File: config.mk
export PLATFORM = sky130hd
export DESIGN_NAME = pss_state_sequencer
export DESIGN_NICKNAME = d
export VERILOG_FILES = /design/src/pss_pkg.sv /design/src/pss_sync.sv /design/src/pss_press_timer.sv /design/src/pss_state_sequencer.sv
export SDC_FILE = /design/constraint.sdc
export NUM_CORES = 1
export LEC_CHECK = 0
export BUFFER_PORTS_ARGS = -buffer_cell sky130_fd_sc_hd__buf_4
export CAP_MARGIN = 20
export CORE_MARGIN = 2
export CORE_UTILIZATION = 42
export DETAILED_ROUTE_END_ITERATION = 16
export PLACE_DENSITY = 0.69
export SETUP_SLACK_MARGIN = 0.4
export SLEW_MARGIN = 20
export SYNTH_ARGS = -nofsm -noshare
export SYNTH_HDL_FRONTEND = slang
export SYNTH_SLANG_ARGS = --single-unit
File: constraint.sdc
create_clock -name clk_in -period 4 [get_ports clk_in]
set_input_delay 0.2 -clock clk_in [delete_from_list [all_inputs] [get_ports clk_in]]
set_output_delay 0.2 -clock clk_in [all_outputs]
set_load 0.005 [all_outputs]
File: src/pss_pkg.sv
// Shared constants and types for the power state sequencer.
// Assumes a single 50 MHz controller clock for every module that uses it.
package pss_pkg;

	// Controller clock
	localparam int unsigned CLK_HZ            = 50_000_000;
	localparam int unsigned CYCLES_PER_MS     = CLK_HZ / 1000;

	// Pushbutton long-press threshold; the press counts only once exceeded
	localparam int unsigned LONG_PRESS_MS     = 32;
	localparam int unsigned LONG_PRESS_CYCLES = CYCLES_PER_MS * LONG_PRESS_MS;

	// Dwell in sequence start during a power cycle (0.5 s)
	localparam int unsigned PCYCLE_DWELL_MS     = 500;
	localparam int unsigned PCYCLE_DWELL_CYCLES = CYCLES_PER_MS * PCYCLE_DWELL_MS;

	// Rail sequencing delays are programmed in units of this tick
	localparam int unsigned SEQ_TICK_MS     = 1;
	localparam int unsigned SEQ_TICK_CYCLES = CYCLES_PER_MS * SEQ_TICK_MS;
	localparam int unsigned SEQ_DELAY_W     = 8;

	// Rail layout: bucks occupy the low indices, linear regulators follow
	localparam int unsigned NUM_BUCK  = 3;
	localparam int unsigned NUM_LDO   = 2;
	localparam int unsigned NUM_RAILS = NUM_BUCK + NUM_LDO;
	localparam int unsigned LDO1_IDX  = NUM_BUCK;

	// Per-buck sleep selection code
	localparam int unsigned     BUCK_SEL_W  = 2;
	localparam logic [1:0]      SEL_PRIMARY = 2'h0;
	localparam logic [1:0]      SEL_ALTERNATE = 2'h1;
	localparam logic [1:0]      SEL_OFF     = 2'h2;

	// Idle level of the pushbutton pin (released)
	localparam logic            PB_IDLE     = 1'h1;

	// Controller states
	typedef enum logic [2:0] {
		ST_POWER_OFF,
		ST_SEQ_START,
		ST_ACTIVE,
		ST_SLEEP,
		ST_DEEP_SLEEP,
		ST_THERMAL
	} pss_state_t;

	// Reason that sequence start was entered
	typedef enum logic [1:0] {
		ORG_PUSHBUTTON,
		ORG_I2C,
		ORG_PCYCLE,
		ORG_RESUME
	} pss_origin_t;

endpackage : pss_pkg

File: src/pss_sync.sv
// Two-flop synchroniser for a bundle of independent asynchronous levels.
// Assumes each bit is a quasi-static level; multi-bit coherence is not kept.
`timescale 1ns/1ps
`default_nettype none
module pss_sync #(
	parameter int unsigned      WIDTH     = 1,
	parameter logic [WIDTH-1:0] RESET_VAL = '0
) (
	input  wire logic             clk_in,    // Controller clock
	input  wire logic             reset_in,  // Async reset, active high
	input  wire logic [WIDTH-1:0] async_in,  // Levels from outside the domain
	output logic      [WIDTH-1:0] sync_out   // Synchronised levels
);

	typedef struct packed {
		logic [WIDTH-1:0] stage1;
		logic [WIDTH-1:0] stage2;
	} pss_sync_t;

	pss_sync_t sync_reg;
	pss_sync_t sync_next;

	// First stage feeds only the second stage
	always_comb begin
		sync_next.stage1 = async_in;
		sync_next.stage2 = sync_reg.stage1;
	end

	// Reset to the idle level so no false event shows after release
	always_ff @(posedge clk_in or posedge reset_in) begin
		if (reset_in) begin
			sync_reg <= '{stage1: RESET_VAL, stage2: RESET_VAL};
		end else begin
			sync_reg <= sync_next;
		end
	end

	assign sync_out = sync_reg.stage2;

endmodule : pss_sync
`default_nettype wire

File: src/pss_press_timer.sv
// Pushbutton hold timer: flags a press held longer than a cycle threshold.
// Assumes held_in is already synchronised to clk_in.
`timescale 1ns/1ps
`default_nettype none
module pss_press_timer #(
	parameter int unsigned LIMIT = pss_pkg::LONG_PRESS_CYCLES
) (
	input  wire logic clk_in,               // Controller clock
	input  wire logic reset_in,             // Async reset, active high
	input  wire logic held_in,              // Button held, synchronised
	output logic      long_press_out,       // Held past threshold, level
	output logic      long_press_pulse_out  // First cycle past threshold
);

	localparam int unsigned CNT_W = $clog2(LIMIT + 2);
	localparam logic [CNT_W-1:0] CNT_SAT = CNT_W'(LIMIT + 1);

	if (LIMIT < 1) begin : g_bad_limit
		$error("pss_press_timer: LIMIT must be at least one cycle");
	end

	typedef struct packed {
		logic [CNT_W-1:0] cnt;
		logic             long_press;
		logic             pulse;
	} pss_press_t;

	pss_press_t press_reg;
	pss_press_t press_next;

	// Saturating count while held; a release restarts the measurement
	always_comb begin
		press_next = press_reg;
		press_next.pulse = 1'b0;
		if (!held_in) begin
			press_next.cnt = '0;
			press_next.long_press = 1'b0;
		end else if (press_reg.cnt != CNT_SAT) begin
			press_next.cnt = press_reg.cnt + CNT_W'(1);
			if (press_reg.cnt + CNT_W'(1) == CNT_SAT) begin
				press_next.long_press = 1'b1;
				press_next.pulse = 1'b1;
			end
		end
	end

	always_ff @(posedge clk_in or posedge reset_in) begin
		if (reset_in) begin
			press_reg <= '0;
		end else begin
			press_reg <= press_next;
		end
	end

	assign long_press_out       = press_reg.long_press;
	assign long_press_pulse_out = press_reg.pulse;

endmodule : pss_press_timer
`default_nettype wire

File: src/pss_state_sequencer.sv
// Master power state controller: power-off, sequence start, active,
// sleep, deep sleep and thermal states, plus per-rail sequenced enables.
// Assumes control bits arrive from a register block on clk_in and that
// regulator status, the pushbutton and the sleep GPIO are asynchronous.
`timescale 1ns/1ps
`default_nettype none
module pss_state_sequencer #(
	parameter int unsigned LONG_PRESS_CYCLES   = pss_pkg::LONG_PRESS_CYCLES,
	parameter int unsigned PCYCLE_DWELL_CYCLES = pss_pkg::PCYCLE_DWELL_CYCLES,
	parameter int unsigned SEQ_TICK_CYCLES     = pss_pkg::SEQ_TICK_CYCLES,
	parameter int unsigned DELAY_W             = pss_pkg::SEQ_DELAY_W,
	parameter bit          SLEEP_COMBINE_OR    = 1'b1
) (
	input  wire logic clk_in,                      // Controller clock
	input  wire logic reset_in,                    // Async reset, active high
	input  wire logic pushbutton_n_in,             // Pushbutton pin, low pressed
	input  wire logic power_off_bit_in,            // Power-off control bit
	input  wire logic sleep_bit_in,                // Sleep control bit
	input  wire logic sleep_gpio_in,               // Sleep control GPIO pin
	input  wire logic sleep_gpio_configured_in,    // GPIO assigned to sleep
	input  wire logic deep_sleep_req_in,           // Deep-sleep entry condition
	input  wire logic power_cycle_req_in,          // Power-cycle request pulse
	input  wire logic thermal_shutdown_in,         // Over-temperature, async
	input  wire logic [pss_pkg::NUM_RAILS-1:0]
		in_regulation_in,                          // Rail in regulation, async
	input  wire logic [pss_pkg::NUM_RAILS-1:0]
		rail_fault_in,                             // Rail fault, async
	input  wire logic [pss_pkg::NUM_RAILS-1:0]
		rail_vin_only_in,                          // Rail sequenced from supply
	input  wire logic [pss_pkg::NUM_RAILS*DELAY_W-1:0]
		rail_delay_in,                             // Sequencing delay, ticks
	input  wire logic [pss_pkg::NUM_BUCK*pss_pkg::BUCK_SEL_W-1:0]
		sleep_buck_sel_in,                         // Buck sleep selection
	input  wire logic [pss_pkg::NUM_LDO-1:0]
		sleep_ldo_on_in,                           // LDO on in sleep
	input  wire logic [pss_pkg::NUM_RAILS-1:0]
		deep_sleep_on_in,                          // Rail on in deep sleep
	input  wire logic ldo1_always_on_in,           // LDO1 kept on in power-off
	output logic [2:0] state_out,                  // Current state code
	output logic [pss_pkg::NUM_RAILS-1:0]
		rail_enable_out,                           // Rail enables
	output logic [pss_pkg::NUM_BUCK-1:0]
		buck_alternate_out,                        // Buck uses alternate setpoint
	output logic sleep_mode_out,                   // Fixed combine select
	output logic i2c_enable_out,                   // I2C engine enabled
	output logic i2c_reset_out,                    // I2C engine reset pulse
	output logic power_off_bit_clear_out,          // Clear power-off bit pulse
	output logic sleep_bit_clear_out               // Clear sleep bit pulse
);

	localparam int unsigned NR      = pss_pkg::NUM_RAILS;
	localparam int unsigned NB      = pss_pkg::NUM_BUCK;
	localparam int unsigned SW      = pss_pkg::BUCK_SEL_W;
	localparam int unsigned DWELL_W = $clog2(PCYCLE_DWELL_CYCLES + 1);
	localparam int unsigned TICK_W  = $clog2(SEQ_TICK_CYCLES + 1);
	localparam logic [DWELL_W-1:0] DWELL_LAST = DWELL_W'(PCYCLE_DWELL_CYCLES - 1);
	localparam logic [TICK_W-1:0]  TICK_LAST  = TICK_W'(SEQ_TICK_CYCLES - 1);
	localparam int unsigned SYNC_W  = 3 + 2 * NR;
	localparam logic [SYNC_W-1:0] SYNC_RST = {{(SYNC_W-1){1'b0}}, pss_pkg::PB_IDLE};

	// Counts of zero leave no time to measure and are refused
	if (LONG_PRESS_CYCLES < 1 || PCYCLE_DWELL_CYCLES < 1 || SEQ_TICK_CYCLES < 1)
	begin : g_bad_count
		$error("pss_state_sequencer: timing counts must be at least one");
	end
	if (DELAY_W < 1) begin : g_bad_width
		$error("pss_state_sequencer: DELAY_W must be at least one");
	end

	typedef struct packed {
		pss_pkg::pss_state_t              state;
		pss_pkg::pss_origin_t             origin;
		logic                             reached;
		logic                             pcycle;
		logic                             recovering;
		logic [DWELL_W-1:0]               dwell;
		logic [TICK_W-1:0]                tick;
		logic [NR-1:0][DELAY_W-1:0]       wait_cnt;
		logic [NR-1:0]                    rail_en;
		logic [NB-1:0]                    buck_alt;
		logic                             i2c_en;
		logic                             i2c_rst;
		logic                             pwroff_clr;
		logic                             sleep_clr;
	} pss_main_t;

	pss_main_t main_reg;
	pss_main_t main_next;

	logic [SYNC_W-1:0] sync_lv;
	logic              pb_level;
	logic              gpio_level;
	logic              thermal;
	logic [NR-1:0]     in_reg;
	logic [NR-1:0]     fault;
	logic              long_press;
	logic              long_pulse;
	logic              sleep_req;
	logic              tick_pulse;
	logic              all_ok;
	logic [NR-1:0]     rail_target;
	logic [NR-1:0]     rail_en_nx;
	logic [NR-1:0][DELAY_W-1:0] wait_nx;
	logic [NB-1:0]     buck_alt_nx;

	// All pin and regulator status levels pass two flops before use
	pss_sync #(
		.WIDTH     (SYNC_W),
		.RESET_VAL (SYNC_RST)
	) u_sync (
		.clk_in   (clk_in),
		.reset_in (reset_in),
		.async_in ({rail_fault_in, in_regulation_in, thermal_shutdown_in,
			sleep_gpio_in, pushbutton_n_in}),
		.sync_out (sync_lv)
	);

	assign pb_level   = sync_lv[0];
	assign gpio_level = sync_lv[1];
	assign thermal    = sync_lv[2];
	assign in_reg     = sync_lv[3 +: NR];
	assign fault      = sync_lv[3 + NR +: NR];

	// Long-press detection on the synchronised button level
	pss_press_timer #(
		.LIMIT (LONG_PRESS_CYCLES)
	) u_press (
		.clk_in               (clk_in),
		.reset_in             (reset_in),
		.held_in              (pb_level != pss_pkg::PB_IDLE),
		.long_press_out       (long_press),
		.long_press_pulse_out (long_pulse)
	);

	// Sleep entry condition; the combine select is a build constant
	always_comb begin
		if (!sleep_gpio_configured_in) begin
			sleep_req = sleep_bit_in;
		end else if (SLEEP_COMBINE_OR) begin
			sleep_req = sleep_bit_in | gpio_level;
		end else begin
			sleep_req = sleep_bit_in & gpio_level;
		end
	end

	// Shared tick that paces every rail's sequencing delay
	assign tick_pulse = (main_reg.tick == TICK_LAST);

	// Regulation is judged only once enables have settled on their target
	assign all_ok = (&(in_reg | ~rail_target)) && (main_reg.rail_en == rail_target);

	// Per-rail target, delay timing and sleep setpoint selection
	for (genvar i = 0; i < NR; i++) begin : g_rail
		logic                sleep_on;
		logic                skip;
		logic [DELAY_W-1:0]  delay;

		if (i < NB) begin : g_buck
			logic [SW-1:0] sel;
			assign sel = sleep_buck_sel_in[i*SW +: SW];
			// Off code and the unused code both mean off
			assign sleep_on = (sel == pss_pkg::SEL_PRIMARY)
				|| (sel == pss_pkg::SEL_ALTERNATE);
			assign buck_alt_nx[i] = (main_next.state == pss_pkg::ST_SLEEP)
				&& (sel == pss_pkg::SEL_ALTERNATE);
		end else begin : g_ldo
			// No alternate setpoint exists, so only on or off
			assign sleep_on = sleep_ldo_on_in[i - NB];
		end

		always_comb begin
			case (main_reg.state)
				pss_pkg::ST_SEQ_START,
				pss_pkg::ST_ACTIVE:     rail_target[i] = 1'b1;
				pss_pkg::ST_SLEEP:      rail_target[i] = sleep_on;
				pss_pkg::ST_DEEP_SLEEP: rail_target[i] = deep_sleep_on_in[i];
				pss_pkg::ST_POWER_OFF:  rail_target[i] = (i == pss_pkg::LDO1_IDX)
					&& ldo1_always_on_in;
				default:                rail_target[i] = 1'b0;
			endcase
		end

		// Thermal shutdown drops rails at once; supply-only rails return at once
		assign skip = (main_reg.state == pss_pkg::ST_THERMAL)
			|| (main_reg.recovering && rail_vin_only_in[i]);
		assign delay = rail_delay_in[i*DELAY_W +: DELAY_W];

		// Enable follows its target after the programmed number of ticks
		always_comb begin
			rail_en_nx[i] = main_reg.rail_en[i];
			wait_nx[i]    = '0;
			if (rail_target[i] != main_reg.rail_en[i]) begin
				if (skip || main_reg.wait_cnt[i] >= delay) begin
					rail_en_nx[i] = rail_target[i];
				end else if (tick_pulse) begin
					wait_nx[i] = main_reg.wait_cnt[i] + DELAY_W'(1);
				end else begin
					wait_nx[i] = main_reg.wait_cnt[i];
				end
			end
		end
	end

	// State transitions; thermal shutdown overrides every powered state
	always_comb begin
		main_next            = main_reg;
		main_next.i2c_en     = 1'b1;
		main_next.i2c_rst    = 1'b0;
		main_next.pwroff_clr = 1'b0;
		main_next.sleep_clr  = 1'b0;
		main_next.tick       = tick_pulse ? '0 : main_reg.tick + TICK_W'(1);
		main_next.dwell      = '0;
		case (main_reg.state)
			pss_pkg::ST_POWER_OFF: begin
				main_next.reached = 1'b0;
				if (main_reg.pcycle) begin
					main_next.pcycle = 1'b0;
					main_next.origin = pss_pkg::ORG_PCYCLE;
					main_next.state  = pss_pkg::ST_SEQ_START;
				end else if (long_pulse) begin
					// Button start also clears the bit so active is not left again
					main_next.pwroff_clr = 1'b1;
					main_next.origin     = pss_pkg::ORG_PUSHBUTTON;
					main_next.state      = pss_pkg::ST_SEQ_START;
				end else if (!power_off_bit_in) begin
					main_next.origin = pss_pkg::ORG_I2C;
					main_next.state  = pss_pkg::ST_SEQ_START;
				end
			end
			pss_pkg::ST_SEQ_START: begin
				case (main_reg.origin)
					pss_pkg::ORG_PUSHBUTTON: begin
						if (!long_press) begin
							// Released: active only if all rails are in regulation at release
							main_next.state = all_ok ? pss_pkg::ST_ACTIVE
								: pss_pkg::ST_POWER_OFF;
						end else if (main_reg.reached && (|fault)) begin
							main_next.state = pss_pkg::ST_POWER_OFF;
						end else if (all_ok) begin
							main_next.reached = 1'b1;
						end
					end
					pss_pkg::ORG_PCYCLE: begin
						if (main_reg.dwell == DWELL_LAST) begin
							main_next.state = pss_pkg::ST_ACTIVE;
						end else begin
							main_next.dwell = main_reg.dwell + DWELL_W'(1);
						end
					end
					default: begin
						if (all_ok) begin
							main_next.state = pss_pkg::ST_ACTIVE;
						end
					end
				endcase
			end
			pss_pkg::ST_ACTIVE: begin
				main_next.recovering = (main_reg.rail_en != rail_target)
					&& main_reg.recovering;
				if (power_off_bit_in) begin
					main_next.state = pss_pkg::ST_POWER_OFF;
				end else if (power_cycle_req_in) begin
					// Pass briefly through power-off, then dwell in start
					main_next.pcycle = 1'b1;
					main_next.state  = pss_pkg::ST_POWER_OFF;
				end else if (deep_sleep_req_in) begin
					main_next.state = pss_pkg::ST_DEEP_SLEEP;
				end else if (sleep_req) begin
					main_next.state = pss_pkg::ST_SLEEP;
				end
			end
			pss_pkg::ST_SLEEP: begin
				if (long_pulse) begin
					main_next.sleep_clr = 1'b1;
					main_next.origin    = pss_pkg::ORG_RESUME;
					main_next.state     = pss_pkg::ST_SEQ_START;
				end else if (!sleep_req) begin
					main_next.origin = pss_pkg::ORG_RESUME;
					main_next.state  = pss_pkg::ST_SEQ_START;
				end
			end
			pss_pkg::ST_DEEP_SLEEP: begin
				if (!deep_sleep_req_in) begin
					main_next.origin = pss_pkg::ORG_RESUME;
					main_next.state  = pss_pkg::ST_SEQ_START;
				end
			end
			pss_pkg::ST_THERMAL: begin
				if (!thermal) begin
					main_next.recovering = 1'b1;
					main_next.state      = pss_pkg::ST_ACTIVE;
				end
			end
			default: begin
				main_next.state = pss_pkg::ST_POWER_OFF;
			end
		endcase
		if (thermal && main_reg.state != pss_pkg::ST_POWER_OFF) begin
			main_next.recovering = 1'b0;
			main_next.state      = pss_pkg::ST_THERMAL;
		end
		// One-cycle engine reset on entry to the low-power and thermal states
		if (main_next.state != main_reg.state
			&& (main_next.state == pss_pkg::ST_SLEEP
			|| main_next.state == pss_pkg::ST_DEEP_SLEEP
			|| main_next.state == pss_pkg::ST_THERMAL)) begin
			main_next.i2c_rst = 1'b1;
		end
		main_next.rail_en  = rail_en_nx;
		main_next.wait_cnt = wait_nx;
		main_next.buck_alt = buck_alt_nx;
	end

	// Power-off with all rails down is the safe reset state
	always_ff @(posedge clk_in or posedge reset_in) begin
		if (reset_in) begin
			main_reg <= '{state: pss_pkg::ST_POWER_OFF,
				origin: pss_pkg::ORG_I2C, default: '0};
		end else begin
			main_reg <= main_next;
		end
	end

	// Outputs straight from the state register, except the combine select, which is the build constant
	assign state_out               = main_reg.state;
	assign rail_enable_out         = main_reg.rail_en;
	assign buck_alternate_out      = main_reg.buck_alt;
	assign sleep_mode_out          = SLEEP_COMBINE_OR;
	assign i2c_enable_out          = main_reg.i2c_en;
	assign i2c_reset_out           = main_reg.i2c_rst;
	assign power_off_bit_clear_out = main_reg.pwroff_clr;
	assign sleep_bit_clear_out     = main_reg.sleep_clr;

endmodule : pss_state_sequencer
`default_nettype wire

**Yosys cells after proc, flatten, opt, wreduce, memory -nomap -nowiden**

Cells that the tools add are included.

- Reduce and logical (&&, ||, !) cells: 53
- Equal/unequal tests: 39
- Add/subtract/negate cells: 8
- $mul: 0
- Div/mod/pow operators: 0
- $lt $le $gt $ge: 5
- Shifts and indexed selects: 0
- Bitwise logic cells: 3
- Multiplexer cells: 65

Operators by type and width:

| cell | count |
|---|---|
| 2-to-1 mux 8 bit | 15 |
| 2-to-1 mux 25 bit | 3 |
| adder 8 x 1 -> 8 bit, second input constant | 5 |
| greater-or-equal comparator 8 bit | 5 |
| 2-to-1 mux 3 bit | 10 |
| 2-to-1 mux 5 bit | 6 |
| adder 25 x 1 -> 25 bit, second input constant | 1 |
| equality test 25 bit, second input constant | 1 |
| 2-to-1 mux 23 bit | 1 |
| 2-to-1 mux 22 bit | 1 |
| adder 21 x 1 -> 21 bit, second input constant | 1 |
| equality test 21 bit, second input constant | 1 |
| != test 21 bit, second input constant | 1 |
| != test 3 x 2 -> 1 bit, second input constant | 6 |
| case mux 3 bit (6 select lines) | 1 |
| adder 16 x 1 -> 16 bit, second input constant | 1 |
| equality test 16 bit, second input constant | 1 |
| 2-to-1 mux 16 bit | 1 |
| logical OR 1 bit | 15 |
| 2-to-1 mux 1 bit | 15 |
| AND reduction 2 bit | 7 |
| logical AND 1 bit | 13 |
| equality test 3 bit, second input constant | 4 |
| case mux 1 bit (3 select lines) | 4 |
| other kinds (29) | 54 |

- Bits in read-only memories: 0
- Output and inout bits: 16
- Memory bits (writable): 0
- Bits in latches: 0
- Word-level logic and storage cells: 200
- Register bits after elaboration: 150
- Memories: 0
- Input port bits: 79

**Logic depth before layout (Yosys ltp)**

- Depth after elaboration: 17
- Mapped depth: 10
- Mapped depth without buffers: 10

**Hierarchy**

A second synthesis with hierarchy kept.

- Cell total of the unflattened synthesis: 843
- Area total of the unflattened synthesis: 8,236.6 um^2

Modules (own cells, without submodules):

| module | area an instance (um^2) | cells an instance | seq. area each (um^2) | instances |
|---|---|---|---|---|
| pss_state_sequencer | 6,173.4 | 665 | 2,528.7 | 1 |
| pss_press_timer | 1,406.3 | 151 | 575.6 | 1 |
| pss_sync | 656.9 | 27 | 653.1 | 1 |

**Worst setup path before layout**

No wires, ideal clock.

- Kind: flip-flop to flip-flop
- Start point: register u_press.press_reg[2] (netlist name)
- End point: register u_press.press_reg (netlist bit u_press.long_press_out)
- Setup time: 0.064 ns
- Stages on the path, launching flop included: 10
- Clock period less this slack: 2.404 ns
- Setup slack: 1.596 ns
- Arrival: 2.340 ns
- Cell sequence: dfrtp_1 > ha_1 > inv_1 > or4b_4 > o2bb2ai_2 > a32o_2 > nand2_1 > or4_1 > nor4_2 > a21o_1

- Word-level cells in the longest chain between the ends: 4

Ends and longest elaborated chain:

| what | RTL line | source |
|---|---|---|
| from (decl) | pss_press_timer.sv:28 | `pss_press_t press_reg;` |
| from (signal assigned) | pss_press_timer.sv:51 | `press_reg <= press_next;` |
| adder 21 x 1 -> 21 bit | pss_press_timer.sv:40 | `if (press_reg.cnt + CNT_W'(1) == CNT_SAT) begin` |
| equality test 21 bit | pss_press_timer.sv:40 |  |
| nonzero test 2 bit (no source line) | -- |  |
| AND reduction 2 bit (no source line) * | -- |  |

Mark *: on every way between the ends. The rest lies on a longest branch, timed or not.
A chain may end at the register's enable or synchronous reset.

==> impl_results.md <==
* Die Span X at 144 µm
* Clock skew at 0.00966 ns
* Share of the synthesized area in the top cell type at 44.9%
* DRT Wirelength at 16500 µm
* DRC errors left at 0
* Pre-CTS setup slack at 1.14 ns
* Switching pwr at 1.37 mW
* Hold-fix buffers, CTS at 16
* CTS clock-pin slew for the worst setup and hold paths at 0.07 ns
* Largest net degree at the start of global routing at 151
* Syn_area_per_cell at 9.73 µm²
* Switching share of power at 32.2%
* Final Cycle Share at 72.4%
* Logic pwr share at 21.8%
* Vias post-DR at 6085
* Layout cells sized above 1 at 16.6%
* Max Slew Vio Count at 0
* Post-DP HPWL at 11700 µm
* Worst setup SP type: flip-flop
* Layout area overhead at 20.1%
* Drt pass-1 iters at 4
* Req. time, crit path at 4.36 ns
* Int Power at 2.88 mW
* Status: finished with violations
* Worst Path Arrival at 3.25 ns
* Die area at 20600 µm²
* Setup TNS at 0 ns
* Register area share after synthesis at 45.9%
* CTS Buf Count at 17
* Final hold vios at 2
* PortBufs at 93
* Final Util at 51.0%
* Post-CTS sizing at 0
* Core area at 19300 µm²
* Placed cell count at 1173
* Final min period at 2.90 ns
* Rows at 51
* CTS Root Cell: clkbuf_16
* Leak Pwr at 4.63 nW
* Overflow after GRT at 0
* Mapped Cells at 841
* Normalized max-slew margin at 46.9%
* Worst Hold Class: input port to async pin
* I/O pin count at 95
* # fillers at 1802
* Final hold slack at -0.00787 ns
* Die height at 144 µm
* H-tree depth at 4
* Final Instance Area at 9830 µm²
* Top cells by area, synth: dfrtp_1, ha_1, xor2_1
* Ys async rst share at 100%
* RePlAce Congestion at 0.892
* Clock power share at 37.5%
* Yosys cell types at 64
* Max reg flops at 86
* Overall Power at 4.24 mW
* Placed Area at 9080 µm²
* Drt wl/cell at 13.5 µm
* Finished Layout Cells at 1222
* Total global-route track usage at 17.0%
* Failing checks: hold timing
* Maximum fanout along the worst path at 25
* Maximum VDD drop at 0.000331 V
* CTS tree: built
* Count leader, synth: dfrtp_1
* Mapped Area at 8190 µm²
* Crit Path Category: flip-flop to flip-flop
* Synth area leader: dfrtp_1
* Antenna-violating nets left at 0
* FF+latch count, synth at 150
* Antenna violations before repair at 1
* Initial Util at 42.5%
* Final setup margin at 1.11 ns
* Power Dens Cells at 432 nW/µm²
* Post-CTS setup buffers at 0
* Post-synth EDFFs at 0
* Nets at 1072
* Max Root-Sink Buffers at 2
* Max-Cap Viols at 0
* Dominant synthesized flop cell: dfrtp_1
* Slew at the pin closest to its max-slew limit at 0.797 ns
* Critical Path Sink Type: flip-flop
* RSZ-0062 raised after global routing: false
* DRT iter0 DRCs at 333
* Fmax at 345 MHz
* Via density at 4.98
* Clock Sinks at 150
* Vias in the first global route at 5799
* Synthesis Warnings at 0
* Worst skew pair latency at 0.43 ns
* # setup viols final at 0
* First-pass GRT wire length at 27700 µm
* Top cells by count, synth: dfrtp_1, nor2_1, nand2_1
* Sequential power share at 40.7%
-- cells in the final DEF, fill, tap and decap left out, types with 4 or more instances in the layout --
master / count
a21o_1: 23
a21oi_1: 25
a221oi_1: 5
a31oi_1: 5
and3_1: 19
and4_1: 7
buf_4: 97
clkbuf_16: 17
dfrtp_1: 147
dlygate4sd3_1: 16
ha_1: 50
inv_1: 59
inv_6: 5
mux2i_1: 9
nand2_1: 64
nand2b_1: 10
nand3_1: 41
nand4_1: 20
nor2_1: 117
nor2b_1: 7
nor3_1: 4
nor3b_1: 6
nor4_2: 4
nor4b_1: 4
o2111ai_1: 5
o211ai_1: 5
o21ai_0: 19
or2_2: 4
or3_1: 9
xnor2_1: 35
xor2_1: 59
-- final cells by class --
cell class / count / area [µm²] / share of cell area [%]
diodes: 1 / 2.50 / 0.0255
clock buffers: 17 / 425 / 4.33
clock inverters: 15 / 161 / 1.64
inverters: 60 / 229 / 2.33
multi-input cells: 600 / 4020 / 40.8
flip-flops and latches: 150 / 3760 / 38.2
well taps: 265 / 332 / 3.37
repair buffers: 114 / 908 / 9.24
-- kinds of logic (layout without fill, tap and decap cells) --
group           after synthesis  in the layout  share of synthesized area (%)
compound gates              111            111                           9.42
fa+ha+maj                    50             50                           7.64
buf+inv                      92            206                           5.17
flops                       150            150                           45.9
simple gates                331            331                           20.3
mux                          12             12                           1.51
xor+xnor                     94             94                           10.1
other cells                   1              3                         0.0458
-- worst max-delay path: stages, from the launching register on --
cell     delay [ns]
dfrtp_1        0.82
nor2b_1        0.24
a221o_1        0.45
xor2_1         0.18
nor4b_2        0.43
and4_1         0.28
o21ai_1        0.09
xnor2_1        0.15
a32oi_1        0.18
-- metal layers --
metal | global-route usage (%) | vias up | wire [µm]
met5 | 0 | - | 0
met4 | 5.47 | 0 | 308
met3 | 4.53 | 20 | 802
met2 | 26.7 | 109 | 7600
met1 | 22.8 | 2877 | 7740
li1 | - | 3079 | -
-- power by group through the flow --
stage          Combinational [mW]  Sequential, mW  Clock (mW)
2_1_floorplan               0.697            1.69           0
3_3_place_gp                0.903            1.75           0
3_5_place_dp                0.915            1.75           0
4_1_cts                     0.931            1.72        1.63
5_1_grt                      1.03            1.74        1.71
6_report                    0.925            1.73        1.59
-- path summary, 6_finish.rpt --
| check | to | slack, ns | cells after the start | start |
|---|---|---|---|---|
| worst min register to register | u_sync.sync_out[8] | 0.35 | 0 | u_sync.sync_next[8] |
| max in group asynchronous | main_reg[43] | 3.41 | 3 | reset_in |
| worst max-delay path | i2c_reset_out | 1.11 | 8 | state_out[2] |
| min in group clk_in | buck_alternate_out[2] | 0.03 | 2 | sleep_buck_sel_in[4] |
| worst max register to register | i2c_reset_out | 1.11 | 8 | state_out[2] |
| worst min-delay path | i2c_enable_out | -0.008 | 3 | reset_in |
(Power assumes the default switching activity.)
